File: config.mk
export PLATFORM = sky130hd
export DESIGN_NAME = ccd_timing_serial_config
export DESIGN_NICKNAME = d
export VERILOG_FILES = /design/src/rtl/ccd_pkg.sv /design/src/rtl/serial_rx.sv /design/src/rtl/clk_div.sv /design/src/rtl/ccd_timing_serial_config.sv
export VERILOG_INCLUDE_DIRS = /design/src /design/src/rtl
export SDC_FILE = /design/constraint.sdc
export NUM_CORES = 1
export LEC_CHECK = 0
export BUFFER_PORTS_ARGS = -buffer_cell sky130_fd_sc_hd__buf_2
export CORE_ASPECT_RATIO = 1.5
export CORE_MARGIN = 5
export CORE_UTILIZATION = 29
export CTS_CLUSTER_SIZE = 10
export DETAILED_ROUTE_END_ITERATION = 16
export GPL_TIMING_DRIVEN = 0
export HOLD_SLACK_MARGIN = 0.02
export PLACE_DENSITY_LB_ADDON = 0.05
export SLEW_MARGIN = 20
export SYNTH_ARGS = -nofsm -noshare
export SYNTH_HDL_FRONTEND = slang
export SYNTH_SLANG_ARGS = --single-unit
File: constraint.sdc
create_clock -name clk_in -period 5 [get_ports clk_in]
set_clock_uncertainty 0.15 [all_clocks]
set_input_delay 0.5 -clock clk_in [delete_from_list [all_inputs] [get_ports clk_in]]
set_output_delay 0.5 -clock clk_in [all_outputs]
set_load 0.05 [all_outputs]
File: src/rtl/ccd_map.svh
// Purpose: register offsets, field positions, reset values and timing counts
// Assumes: serial control port with 8-bit addresses and 24-bit control words
// Notes:   definitions only
`ifndef CCD_MAP_SVH
`define CCD_MAP_SVH
`define CTRL_DEPTH        215
`define ADDR_CTRL_LAST    8'hD6
`define ADDR_SYNC_FIRST   8'h0A
`define ADDR_SYNC_LAST    8'h0E
`define ADDR_MODE_SEL     8'h0A
`define ADDR_SYSTEM       8'h14
`define ADDR_MODE_A       8'h15
`define ADDR_MODE_B       8'h16
`define ADDR_STANDBY      8'h05
`define ADDR_CLK_DIV      8'hD5
`define ADDR_SLAVE        8'hD6
`define SYNC_REGS         5
`define SYS_WORDS         6'h11
`define MODE_WORDS        6'h08
`define GRP_DEPTH         33
`define BASE_SYSTEM       6'h00
`define BASE_MODE_A       6'h11
`define BASE_MODE_B       6'h19
`define SYS_LINE_LEN_IDX  6'h0C
`define MODE_LINE_IDX     6'h00
`define LINE_LEN_LSB      0
`define LAST_LEN_LSB      9
`define FIELD_LEN_LSB     21
`define BIT_FRONTEND_STBY 0
`define BIT_DIGITAL_STBY  1
`define BIT_SLAVE         0
`define BIT_MODE_SEL      0
`define RST_SLAVE         24'h000001
`define RST_STANDBY       24'h000003
`define RST_CTRL          24'h000000
`define LINE_CLEAR_DELAY  3'h7
`endif

File: src/rtl/ccd_pkg.sv
// Purpose: shared types and gray code helpers
// Assumes: constants live in ccd_map.svh
// Notes:   none
package ccd_pkg;
  typedef enum logic [1:0] {
    st_idle  = 2'b00,
    st_group = 2'b01,
    st_skip  = 2'b11,
    st_ctrl  = 2'b10
  } parse_state_e;

  typedef struct packed {
    logic        start;
    logic        stop;
    logic        valid;
    logic [31:0] data;
  } rx_word_s;

  typedef logic [23:0] ctrl_word_t;

  function automatic logic [11:0] gray2bin(input logic [11:0] g);
    logic [11:0] b;
    b[11] = g[11];
    for (int i = 10; i >= 0; i--) begin
      b[i] = b[i+1] ^ g[i];
    end
    return b;
  endfunction
endpackage

File: src/rtl/serial_rx.sv
// Purpose: three-wire serial receiver, packs bits into 32-bit words
// Assumes: serial pins synchronous to clk_in, sck much slower than clk_in
// Notes:   frame start and stop follow the load strobe edges
`timescale 1ns/100ps
`default_nettype none
module serial_rx import ccd_pkg::*; (
  // clock and reset
  input  wire logic     clk_in,
  input  wire logic     resetn_in,
  // three-wire port
  input  wire logic     sck_in,
  input  wire logic     strobe_n_in,
  input  wire logic     data_in,
  // received words and frame edges
  output var  rx_word_s word_out
);
  logic        sck_q, next_sck_q;
  logic        strobe_q, next_strobe_q;
  logic [31:0] shift, next_shift;
  logic [4:0]  bcnt, next_bcnt;
  rx_word_s    next_word;
  logic        take, start;

  always_comb begin
    take          = sck_in && !sck_q && !strobe_n_in;
    start         = strobe_q && !strobe_n_in;
    next_sck_q    = sck_in;
    next_strobe_q = strobe_n_in;
    next_shift    = take ? {shift[30:0], data_in} : shift;
    next_bcnt     = (start ? 5'h00 : bcnt) + {4'h0, take};
    next_word.start = start;
    next_word.stop  = !strobe_q && strobe_n_in;
    next_word.valid = take && (bcnt == 5'h1F) && !start;
    next_word.data  = {shift[30:0], data_in};
  end

  always_ff @(posedge clk_in or negedge resetn_in) begin
    if (!resetn_in) begin
      sck_q    <= 1'b0;
      strobe_q <= 1'b1;
      shift    <= 32'h0000_0000;
      bcnt     <= 5'h00;
      word_out <= '0;
    end else begin
      sck_q    <= next_sck_q;
      strobe_q <= next_strobe_q;
      shift    <= next_shift;
      bcnt     <= next_bcnt;
      word_out <= next_word;
    end
  end

  a_bit_count_step: assert property (@(posedge clk_in) disable iff (!resetn_in)
    (take && !start) |=> (bcnt == 5'($past(bcnt) + 5'h01)))
    else $error("bit counter did not advance on sampled serial clock edge");

  a_word_after_32: assert property (@(posedge clk_in) disable iff (!resetn_in)
    word_out.valid |-> ($past(bcnt) == 5'h1F) && !strobe_q)
    else $error("word delivered without 32 bits in a low strobe period");
endmodule
`default_nettype wire

File: src/rtl/clk_div.sv
// Purpose: master clock divider producing the pixel enable and data clock
// Assumes: divide setting 0..3 means divide by setting plus one
// Notes:   held idle while digital standby is low, which re-aligns the phase
`timescale 1ns/100ps
`default_nettype none
module clk_div (
  // clock and reset
  input  wire logic       clk_in,
  input  wire logic       resetn_in,
  // control
  input  wire logic [1:0] div_in,
  input  wire logic       run_in,
  // outputs
  output logic            pix_en_out,
  output logic            pix_clk_out
);
  logic [1:0] cnt, next_cnt;
  logic       next_en, next_clk;

  always_comb begin
    next_en  = run_in && (cnt >= div_in);
    next_cnt = (!run_in || cnt >= div_in) ? 2'h0 : cnt + 2'h1;
    // toggles once per pixel, so the data clock runs at half the pixel rate
    next_clk = !run_in ? 1'b0 : (next_en ? !pix_clk_out : pix_clk_out);
  end

  always_ff @(posedge clk_in or negedge resetn_in) begin
    if (!resetn_in) begin
      cnt         <= 2'h0;
      pix_en_out  <= 1'b0;
      pix_clk_out <= 1'b0;
    end else begin
      cnt         <= next_cnt;
      pix_en_out  <= next_en;
      pix_clk_out <= next_clk;
    end
  end

  a_div_none_rate: assert property (@(posedge clk_in) disable iff (!resetn_in)
    (run_in && div_in == 2'h0) |=> pix_en_out)
    else $error("undivided clock missed a pixel enable");

  a_div_two_rate: assert property (@(posedge clk_in) disable iff (!resetn_in)
    (run_in && div_in == 2'h1 && pix_en_out) ##1 (run_in && div_in == 2'h1) |-> !pix_en_out ##1 pix_en_out)
    else $error("divide by two spacing wrong");
endmodule
`default_nettype wire

File: src/rtl/ccd_timing_serial_config.sv
// Purpose: serial configuration and sync front of the ccd timing generator
// Assumes: all pins synchronous to clk_in, the master clock
// Notes:   control words at 0x0A..0x0E pass through a shadow until field sync falls
//
// Behaviour
// - power-up as follower; master when select written 0
// - follower: clear counter 7 clocks after line fall
// - master: drive sync pins, shared pin is sync
// - external sync pulse resets counters, realigns outputs
// - divide master clock by divider setting plus one
// - configuration through three-wire serial port
// - sample data on serial clock rise, strobe low
// - decode sparse control, system and mode groups
// - system frame: address, count, then data words
// - count zero means all words, else N up to group size
// - first data word always lands in word zero
// - mode groups use same counted frame format
// - async control words commit at strobe rise
// - sync words held in shadow until field falls
// - 0x0A..0x0E synchronised; groups apply at once
// - mode frame header: address high, count low
`timescale 1ns/100ps
`default_nettype none
`include "ccd_map.svh"
module ccd_timing_serial_config import ccd_pkg::*; (
  // clock and reset
  input  wire logic        clk_in,
  input  wire logic        resetn_in,
  // three-wire serial port
  input  wire logic        sck_in,
  input  wire logic        serial_load_strobe_n_in,
  input  wire logic        serial_data_in,
  // field and line sync pins
  input  wire logic        field_sync_in,
  output logic             field_sync_out,
  output logic             field_sync_oe_out,
  input  wire logic        line_sync_in,
  output logic             line_sync_out,
  output logic             line_sync_oe_out,
  // shared sync / vertical gate pin
  input  wire logic        sync_vertical_gate_in,
  output logic             vertical_gate_out,
  // clock and status
  output logic             pixel_data_clock_out,
  output logic [11:0]      h_count_out,
  output logic [10:0]      v_count_out,
  output logic             master_mode_out,
  output logic             mode_group_b_out
);
  rx_word_s     rx;
  parse_state_e state, next_state;
  logic [7:0]   addr, next_addr;
  ctrl_word_t   hold, next_hold;
  logic [5:0]   widx, next_widx;
  logic [5:0]   limit, next_limit;

  ctrl_word_t   ctrl_mem [0:`CTRL_DEPTH-1];
  ctrl_word_t   sh_mem   [0:`SYNC_REGS-1];
  logic [31:0]  grp_mem  [0:`GRP_DEPTH-1];
  logic [`SYNC_REGS-1:0] sh_pend, next_sh_pend;

  logic         ctrl_we, sh_we, grp_we;
  logic [7:0]   ctrl_wa;
  logic [2:0]   sh_wi;
  logic [5:0]   grp_wa;

  logic         slave, mode_b, dig_run;
  logic [1:0]   input_clock_divider;
  logic [11:0]  line_len, last_len, cur_len;
  logic [10:0]  field_len;
  logic [5:0]   mode_base;

  logic         pix_en;
  logic [11:0]  h_bin, next_h;
  logic [10:0]  v_bin, next_v;
  logic [2:0]   dly, next_dly;
  logic         ls_q, fs_q, sync_q;
  logic         fs_now, fs_fall, ext_sync, clear_h, line_end;

  function automatic logic is_group(input logic [7:0] a);
    return (a == `ADDR_SYSTEM) || (a == `ADDR_MODE_A) || (a == `ADDR_MODE_B);
  endfunction

  function automatic logic is_sync(input logic [7:0] a);
    return (a >= `ADDR_SYNC_FIRST) && (a <= `ADDR_SYNC_LAST);
  endfunction

  function automatic logic [5:0] grp_base(input logic [7:0] a);
    return (a == `ADDR_SYSTEM) ? `BASE_SYSTEM : (a == `ADDR_MODE_A) ? `BASE_MODE_A : `BASE_MODE_B;
  endfunction

  // a count above the group size is clamped so the write cannot spill into the next group
  function automatic logic [5:0] group_limit(input logic [7:0] a, input logic [23:0] n);
    logic [5:0] size;
    size = (a == `ADDR_SYSTEM) ? `SYS_WORDS : `MODE_WORDS;
    return (n == 24'h000000 || n > {18'h00000, size}) ? size : n[5:0];
  endfunction

  function automatic ctrl_word_t ctrl_reset(input int idx);
    if (idx == int'(`ADDR_SLAVE)) return `RST_SLAVE;
    if (idx == int'(`ADDR_STANDBY)) return `RST_STANDBY;
    return `RST_CTRL;
  endfunction

  serial_rx u_rx (
    .clk_in      (clk_in),
    .resetn_in   (resetn_in),
    .sck_in      (sck_in),
    .strobe_n_in (serial_load_strobe_n_in),
    .data_in     (serial_data_in),
    .word_out    (rx)
  );

  clk_div u_div (
    .clk_in      (clk_in),
    .resetn_in   (resetn_in),
    .div_in      (input_clock_divider),
    .run_in      (dig_run),
    .pix_en_out  (pix_en),
    .pix_clk_out (pixel_data_clock_out)
  );

  // frame parser
  always_comb begin
    next_state = state;
    next_addr  = addr;
    next_hold  = hold;
    next_widx  = widx;
    next_limit = limit;
    ctrl_we    = 1'b0;
    ctrl_wa    = addr;
    sh_we      = 1'b0;
    sh_wi      = 3'(addr - `ADDR_SYNC_FIRST);
    grp_we     = 1'b0;
    grp_wa     = grp_base(addr) + widx;
    if (rx.start) begin
      next_state = st_idle;
    end else begin
      unique case (state)
        st_idle: if (rx.valid) begin
          next_addr  = rx.data[31:24];
          next_hold  = rx.data[23:0];
          next_widx  = 6'h00;
          next_limit = group_limit(rx.data[31:24], rx.data[23:0]);
          if (is_group(rx.data[31:24])) begin
            next_state = st_group;
          end else if (rx.data[31:24] <= `ADDR_CTRL_LAST) begin
            next_state = st_ctrl;
          end else begin
            next_state = st_skip;
          end
        end
        st_ctrl: if (rx.stop) begin
          next_state = st_idle;
          if (is_sync(addr)) begin
            sh_we = 1'b1;
          end else begin
            ctrl_we = 1'b1;
          end
        end else if (rx.valid) begin
          next_state = st_skip;
        end
        st_group: if (rx.stop) begin
          next_state = st_idle;
        end else if (rx.valid) begin
          grp_we    = 1'b1;
          next_widx = widx + 6'h01;
          if (widx + 6'h01 == limit) begin
            next_state = st_skip;
          end
        end
        st_skip: if (rx.stop) begin
          next_state = st_idle;
        end
      endcase
    end
  end

  always_ff @(posedge clk_in or negedge resetn_in) begin
    if (!resetn_in) begin
      state <= st_idle;
      addr  <= 8'h00;
      hold  <= 24'h000000;
      widx  <= 6'h00;
      limit <= 6'h00;
    end else begin
      state <= next_state;
      addr  <= next_addr;
      hold  <= next_hold;
      widx  <= next_widx;
      limit <= next_limit;
    end
  end

  // shadow pending: a new commit in the transfer cycle stays pending
  always_comb begin
    next_sh_pend = fs_fall ? '0 : sh_pend;
    if (sh_we) begin
      next_sh_pend[sh_wi] = 1'b1;
    end
  end

  always_ff @(posedge clk_in or negedge resetn_in) begin
    if (!resetn_in) begin
      for (int i = 0; i < `CTRL_DEPTH; i++) begin
        ctrl_mem[i] <= ctrl_reset(i);
      end
      for (int i = 0; i < `SYNC_REGS; i++) begin
        sh_mem[i] <= 24'h000000;
      end
      for (int i = 0; i < `GRP_DEPTH; i++) begin
        grp_mem[i] <= 32'h0000_0000;
      end
      sh_pend <= '0;
    end else begin
      if (fs_fall) begin
        for (int i = 0; i < `SYNC_REGS; i++) begin
          if (sh_pend[i]) begin
            ctrl_mem[int'(`ADDR_SYNC_FIRST) + i] <= sh_mem[i];
          end
        end
      end
      if (ctrl_we) begin
        ctrl_mem[ctrl_wa] <= hold;
      end
      if (sh_we) begin
        sh_mem[sh_wi] <= hold;
      end
      if (grp_we) begin
        grp_mem[grp_wa] <= rx.data;
      end
      sh_pend <= next_sh_pend;
    end
  end

  // live settings decoded from the register file
  always_comb begin
    slave     = ctrl_mem[`ADDR_SLAVE][`BIT_SLAVE];
    input_clock_divider    = ctrl_mem[`ADDR_CLK_DIV][1:0];
    dig_run   = ctrl_mem[`ADDR_STANDBY][`BIT_DIGITAL_STBY];
    mode_b    = ctrl_mem[`ADDR_MODE_SEL][`BIT_MODE_SEL];
    mode_base = (mode_b ? `BASE_MODE_B : `BASE_MODE_A) + `MODE_LINE_IDX;
    line_len  = gray2bin(grp_mem[`BASE_SYSTEM + `SYS_LINE_LEN_IDX][`LINE_LEN_LSB +: 12]);
    last_len  = gray2bin(grp_mem[mode_base][`LAST_LEN_LSB +: 12]);
    field_len = grp_mem[mode_base][`FIELD_LEN_LSB +: 11];
    cur_len   = (v_bin == field_len) ? last_len : line_len;
  end

  // counters and sync edges
  always_comb begin
    fs_now   = slave ? field_sync_in : field_sync_out;
    fs_fall  = fs_q && !fs_now;
    ext_sync = !slave && sync_vertical_gate_in && !sync_q;
    clear_h  = slave && (dly == 3'h1);
    line_end = pix_en && (h_bin >= cur_len);
    next_h   = h_bin;
    next_v   = v_bin;
    next_dly = dly;
    if (slave && ls_q && !line_sync_in) begin
      next_dly = `LINE_CLEAR_DELAY;
    end else if (dly != 3'h0) begin
      next_dly = dly - 3'h1;
    end
    if (ext_sync || clear_h) begin
      next_h = 12'h000;
    end else if (pix_en) begin
      next_h = line_end ? 12'h000 : h_bin + 12'h001;
    end
    if (ext_sync || (slave && fs_fall)) begin
      next_v = 11'h000;
    end else if (slave ? clear_h : line_end) begin
      next_v = (!slave && v_bin >= field_len) ? 11'h000 : v_bin + 11'h001;
    end
  end

  always_ff @(posedge clk_in or negedge resetn_in) begin
    if (!resetn_in) begin
      h_bin             <= 12'h000;
      v_bin             <= 11'h000;
      dly               <= 3'h0;
      ls_q              <= 1'b1;
      fs_q              <= 1'b1;
      sync_q            <= 1'b0;
      h_count_out       <= 12'h000;
      v_count_out       <= 11'h000;
      field_sync_out    <= 1'b1;
      line_sync_out     <= 1'b1;
      field_sync_oe_out <= 1'b0;
      line_sync_oe_out  <= 1'b0;
      vertical_gate_out <= 1'b0;
      master_mode_out   <= 1'b0;
      mode_group_b_out  <= 1'b0;
    end else begin
      h_bin             <= next_h;
      v_bin             <= next_v;
      dly               <= next_dly;
      ls_q              <= line_sync_in;
      fs_q              <= fs_now;
      sync_q            <= sync_vertical_gate_in;
      h_count_out       <= next_h ^ (next_h >> 1);
      v_count_out       <= next_v;
      field_sync_out    <= slave || (next_v != 11'h000);
      line_sync_out     <= slave || (next_h != 12'h000);
      field_sync_oe_out <= !slave;
      line_sync_oe_out  <= !slave;
      vertical_gate_out <= slave && sync_vertical_gate_in;
      master_mode_out   <= !slave;
      mode_group_b_out  <= mode_b;
    end
  end

  a_follow_select: assert property (@(posedge clk_in) disable iff (!resetn_in)
    $changed(slave) |-> $past(ctrl_we && ctrl_wa == `ADDR_SLAVE))
    else $error("follower select changed without a write to its address");

  a_line_clear_7: assert property (@(posedge clk_in) disable iff (!resetn_in)
    (slave && ls_q && !line_sync_in) ##1 (slave && !(ls_q && !line_sync_in))[*7] |=> (h_bin == 12'h000))
    else $error("pixel counter not cleared 7 clocks after line sync fall");

  a_master_drives: assert property (@(posedge clk_in) disable iff (!resetn_in)
    !slave |=> (field_sync_oe_out && line_sync_oe_out && !vertical_gate_out))
    else $error("master mode not driving sync pins");

  a_ext_sync_reset: assert property (@(posedge clk_in) disable iff (!resetn_in)
    ext_sync |=> (h_bin == 12'h000 && v_bin == 11'h000 && !line_sync_out && !field_sync_out))
    else $error("external sync did not reset counters");

  a_full_count: assert property (@(posedge clk_in) disable iff (!resetn_in)
    (state == st_idle && !rx.start && rx.valid && rx.data[31:24] == `ADDR_SYSTEM && rx.data[23:0] == 24'h000000)
    |=> (limit == `SYS_WORDS && state == st_group && widx == 6'h00))
    else $error("zero count did not expect all system words");

  a_first_word_zero: assert property (@(posedge clk_in) disable iff (!resetn_in)
    (grp_we && widx == 6'h00) |-> (grp_wa == grp_base(addr)))
    else $error("first group word not stored at word zero");

  a_async_commit: assert property (@(posedge clk_in) disable iff (!resetn_in)
    ctrl_we |-> (rx.stop && !is_sync(ctrl_wa)) ##1 (ctrl_mem[$past(ctrl_wa)] == $past(hold)))
    else $error("async control word not committed at strobe rise");

  a_shadow_apply: assert property (@(posedge clk_in) disable iff (!resetn_in)
    (fs_fall && sh_pend[0] && !(sh_we && sh_wi == 3'h0))
    |=> (ctrl_mem[`ADDR_SYNC_FIRST] == $past(sh_mem[0]) && !sh_pend[0]))
    else $error("shadow word not applied at field sync fall");

  a_sync_held: assert property (@(posedge clk_in) disable iff (!resetn_in)
    (sh_we && !fs_fall) |=> sh_pend[$past(sh_wi)] && (ctrl_mem[$past(ctrl_wa)] == $past(ctrl_mem[ctrl_wa])))
    else $error("synchronised word applied before field sync");

  a_partial_ignored: assert property (@(posedge clk_in) disable iff (!resetn_in)
    (state == st_idle && rx.stop) |-> !ctrl_we && !sh_we && !grp_we)
    else $error("incomplete frame changed a register");
endmodule
`default_nettype wire

==> metrics.yaml <==
critical_path_arrival_ns: 4.99
die-area_um2: 38800
yosysTopAreaCell: "dfrtp_1"
cp-start-kind: "flop"
n_antenna_cell: 0
vias: 6470
drv_cap: 0
worst_hold_path_type: "input port to flop"
finalSetupViolations: 0
leakagePower_nw: 5.86
dp_worst_setup_slack_ns: -2.03
start_util_pct: 29.4
syn_avg_cell_area_um2: 11.6
clk_path_buf_depth: 3
antenna_left: 0
drc: 0
hpwl_um: 17100
area_growth_pct: 19.4
fp.dieH_um: 239
layout_commonest_cell: "dfrtp_1"
crit_fanout: 6
ys_types: 53
final_layout_size_suffix_gt1_share_pct: 24.6
powerDensity_nw_per_um2: 309
finish.utilization_pct: 35.1
min_period_over_period_pct: 94.8
grt_pass1_vias: 6891
crit_type: "flop to flop"
critPathRequiredTime_ns: 5.26
place_congestion: 0.740
io_buffers: 38
fin_crit_ns: 4.74
ir_worst_vdd_uv: 195
synth_fp_nets: 932
design_area_um2: 12100
clock.fmax_ghz: 0.211
htreeDepth: 1
cts_root_buf: "clkbuf_16"
grt_overflow: 0
antenna_found_initial: 0
clkLatencyLatePin_ns: 0.53
synth.cell_area_um2: 10100
drtIter0Drc: 213
die_x_um: 162
maxSlewHeadroom_pct: 32.3
firstDrtPassIters: 4
io_pins: 39
wirelength_um: 23600
tightest_slew_ns: 1.01
final_cell_mix: "204 x dfrtp_1, 96 x mux2_2, 83 x nand2_1"
setup_slack_ns: 0.262
ys_top_cells_by_area: "dfrtp_1 51%, mux2_2 11%, ha_1 6.3%"
synthArstFlopShare_pct: 100
rows: 83
clock-sinks: 211
cts_tree: "yes"
layout.nets: 1024
finalMaxSlewViolations: 0
critical-path-max-stage-delay_ns: 0.40
crit_slowest_cell: "xnor3_2"
synth_top_area_share_pct: 50.5
syn_inst: 873
synth_flop_cell: "dfrtp_1"
rsz0062_at_grt: "false"
ys_ff_latch: 211
grt_max_degree: 86
grt_pass1_wl_um: 38500
cts_buffers: 25
crit_path_frequent_cell: "xor2_1"
end_kind: "flop"
yosysSeqAreaShare_pct: 52.3
hold_viol_final: 0
core-area_um2: 34400
clkTransAtPathRegs_ns: 0.05
gr-usage-all-layers_pct: 12.4
status: "complete, no violations"
routed_via_density: 4.47
placed_area_um2: 11000
wl_per_cell_um: 16.3
path_cells: "xnor3_2 -> xor3_2 -> xnor2_2 -> xnor2_2 -> xor2_2 -> xor2_1 -> xor2_1 -> xor2_1 -> o21ai_1 -> ha_1 -> nand2b_1 -> a21o_1 -> a211o_1 -> nand3_4 -> nand2_4 -> nand2b_4 -> clkbuf_8 -> buf_6 -> or2_4 -> ha_1"
synth-edff-count: 0
yosysWarningCount: 0
## per-layer routing
layer / up-vias / wire [µm] / track usage [%]
met5: - / 0 / 0
met4: 0 / 445 / 3.54
met3: 29 / 773 / 1.85
met2: 63 / 12500 / 23.1
met1: 3171 / 9790 / 14.8
li1: 3207 / - / -
## area by class of cell
cell class	instances	area, µm²
Buffer	28	190
Clock buffer	40	682
Clock inverter	1	8.76
Fill cell	3445	22300
Inverter	32	120
Multi-Input combinational cell	601	4710
Sequential cell	211	5290
Tap cell	467	584
Timing Repair Buffer	66	482
## kinds of logic after synthesis
group | after synthesis | share of synthesized area [%]
compound gates | 109 | 6.40
mux | 120 | 13.2
buf+inv | 61 | 2.41
xor+xnor | 77 | 7.68
fa+ha+maj | 51 | 6.31
simple gates | 244 | 11.7
flops | 211 | 52.3
## Yosys cell counts (6+ instances only)
| cell | count |
|---|---|
| ha_1 | 51 |
| nor2_1 | 54 |
| nor2b_1 | 8 |
| o21ai_0 | 44 |
| and3_1 | 7 |
| nand4_1 | 8 |
| dfrtp_1 | 204 |
| xnor2_1 | 34 |
| mux2i_1 | 23 |
| nand3_1 | 21 |
| and2_1 | 7 |
| nand2b_1 | 10 |
| or2_2 | 13 |
| a21oi_1 | 29 |
| dfstp_2 | 7 |
| clkbuf_1 | 20 |
| inv_1 | 32 |
| mux2_2 | 96 |
| a31oi_1 | 6 |
| nor4_1 | 9 |
| xor2_1 | 34 |
| nand2_1 | 84 |
## path summary, 6_finish.rpt
path	from	to	slack, ns	cells past startpoint
setup / recovery	grp_mem[649]$_DFFE_PN0P_	h_count_out[10]$_DFF_PN0_	0.26	20
hold / removal	field_sync_in	fs_q$_DFF_PN1_	0.12	3
setup reg to reg	grp_mem[649]$_DFFE_PN0P_	h_count_out[10]$_DFF_PN0_	0.26	20
hold reg to reg	u_rx.shift[30]$_DFFE_PN0P_	u_rx.word_out[31]$_DFF_PN0_	0.22	0
max in group asynchronous	resetn_in	u_rx.shift[9]$_DFFE_PN0P_	3.61	3
min in group asynchronous	resetn_in	v_bin[4]$_DFF_PN0_	0.31	2
## critical path: cells and delay by family (launching register included)
kind | cells | cell delay (ns)
flops | 1 | 0.38
buf+inv | 2 | 0.29
simple gates | 5 | 0.75
fa+ha+maj | 2 | 0.54
compound gates | 3 | 0.59
xor+xnor | 8 | 1.90
## per-stage QoR
stage	hold WS, ns	TNS, ns	power [W]	instances
3_3_place_gp	0.208	-190.13	0.00215	1378
3_5_place_dp	0.211	-53.45	0.00216	1380
4_1_cts	0.0979	0	0.00383	1438
6_report	0.124	0	0.00373	1446
5_1_grt	0.146	0	0.00393	1446
2_1_floorplan	0.0544	0	0.00203	873
## flip-flops by register name, indices dropped and copies added (netlist names), 3 cells and up
register	count
addr	8
ctrl_mem	5
dly	3
grp_mem	58
h_bin	12
h_count_out	11
limit	6
u_rx.bcnt	5
u_rx.shift	31
u_rx.word_out	35
v_bin	11
widx	6
## power breakdown
group          leakage, nW  switching, W  internal (W)
logic                 2.65      0.000147      0.000116
registers             2.88     0.0000696       0.00179
clock network        0.330      0.000689      0.000922
## timing repair
action | 4_1_cts | 5_1_grt
resized for setup | 44 | 12
endpoints found under the hold margin | 44 | 0
gates cloned | 0 | 0
setup buffers | 12 | 8
pin swaps | 17 | 13
setup endpoints to repair | 36 | 19
hold buffers | 6 | 0
(Power assumes the default switching activity.)
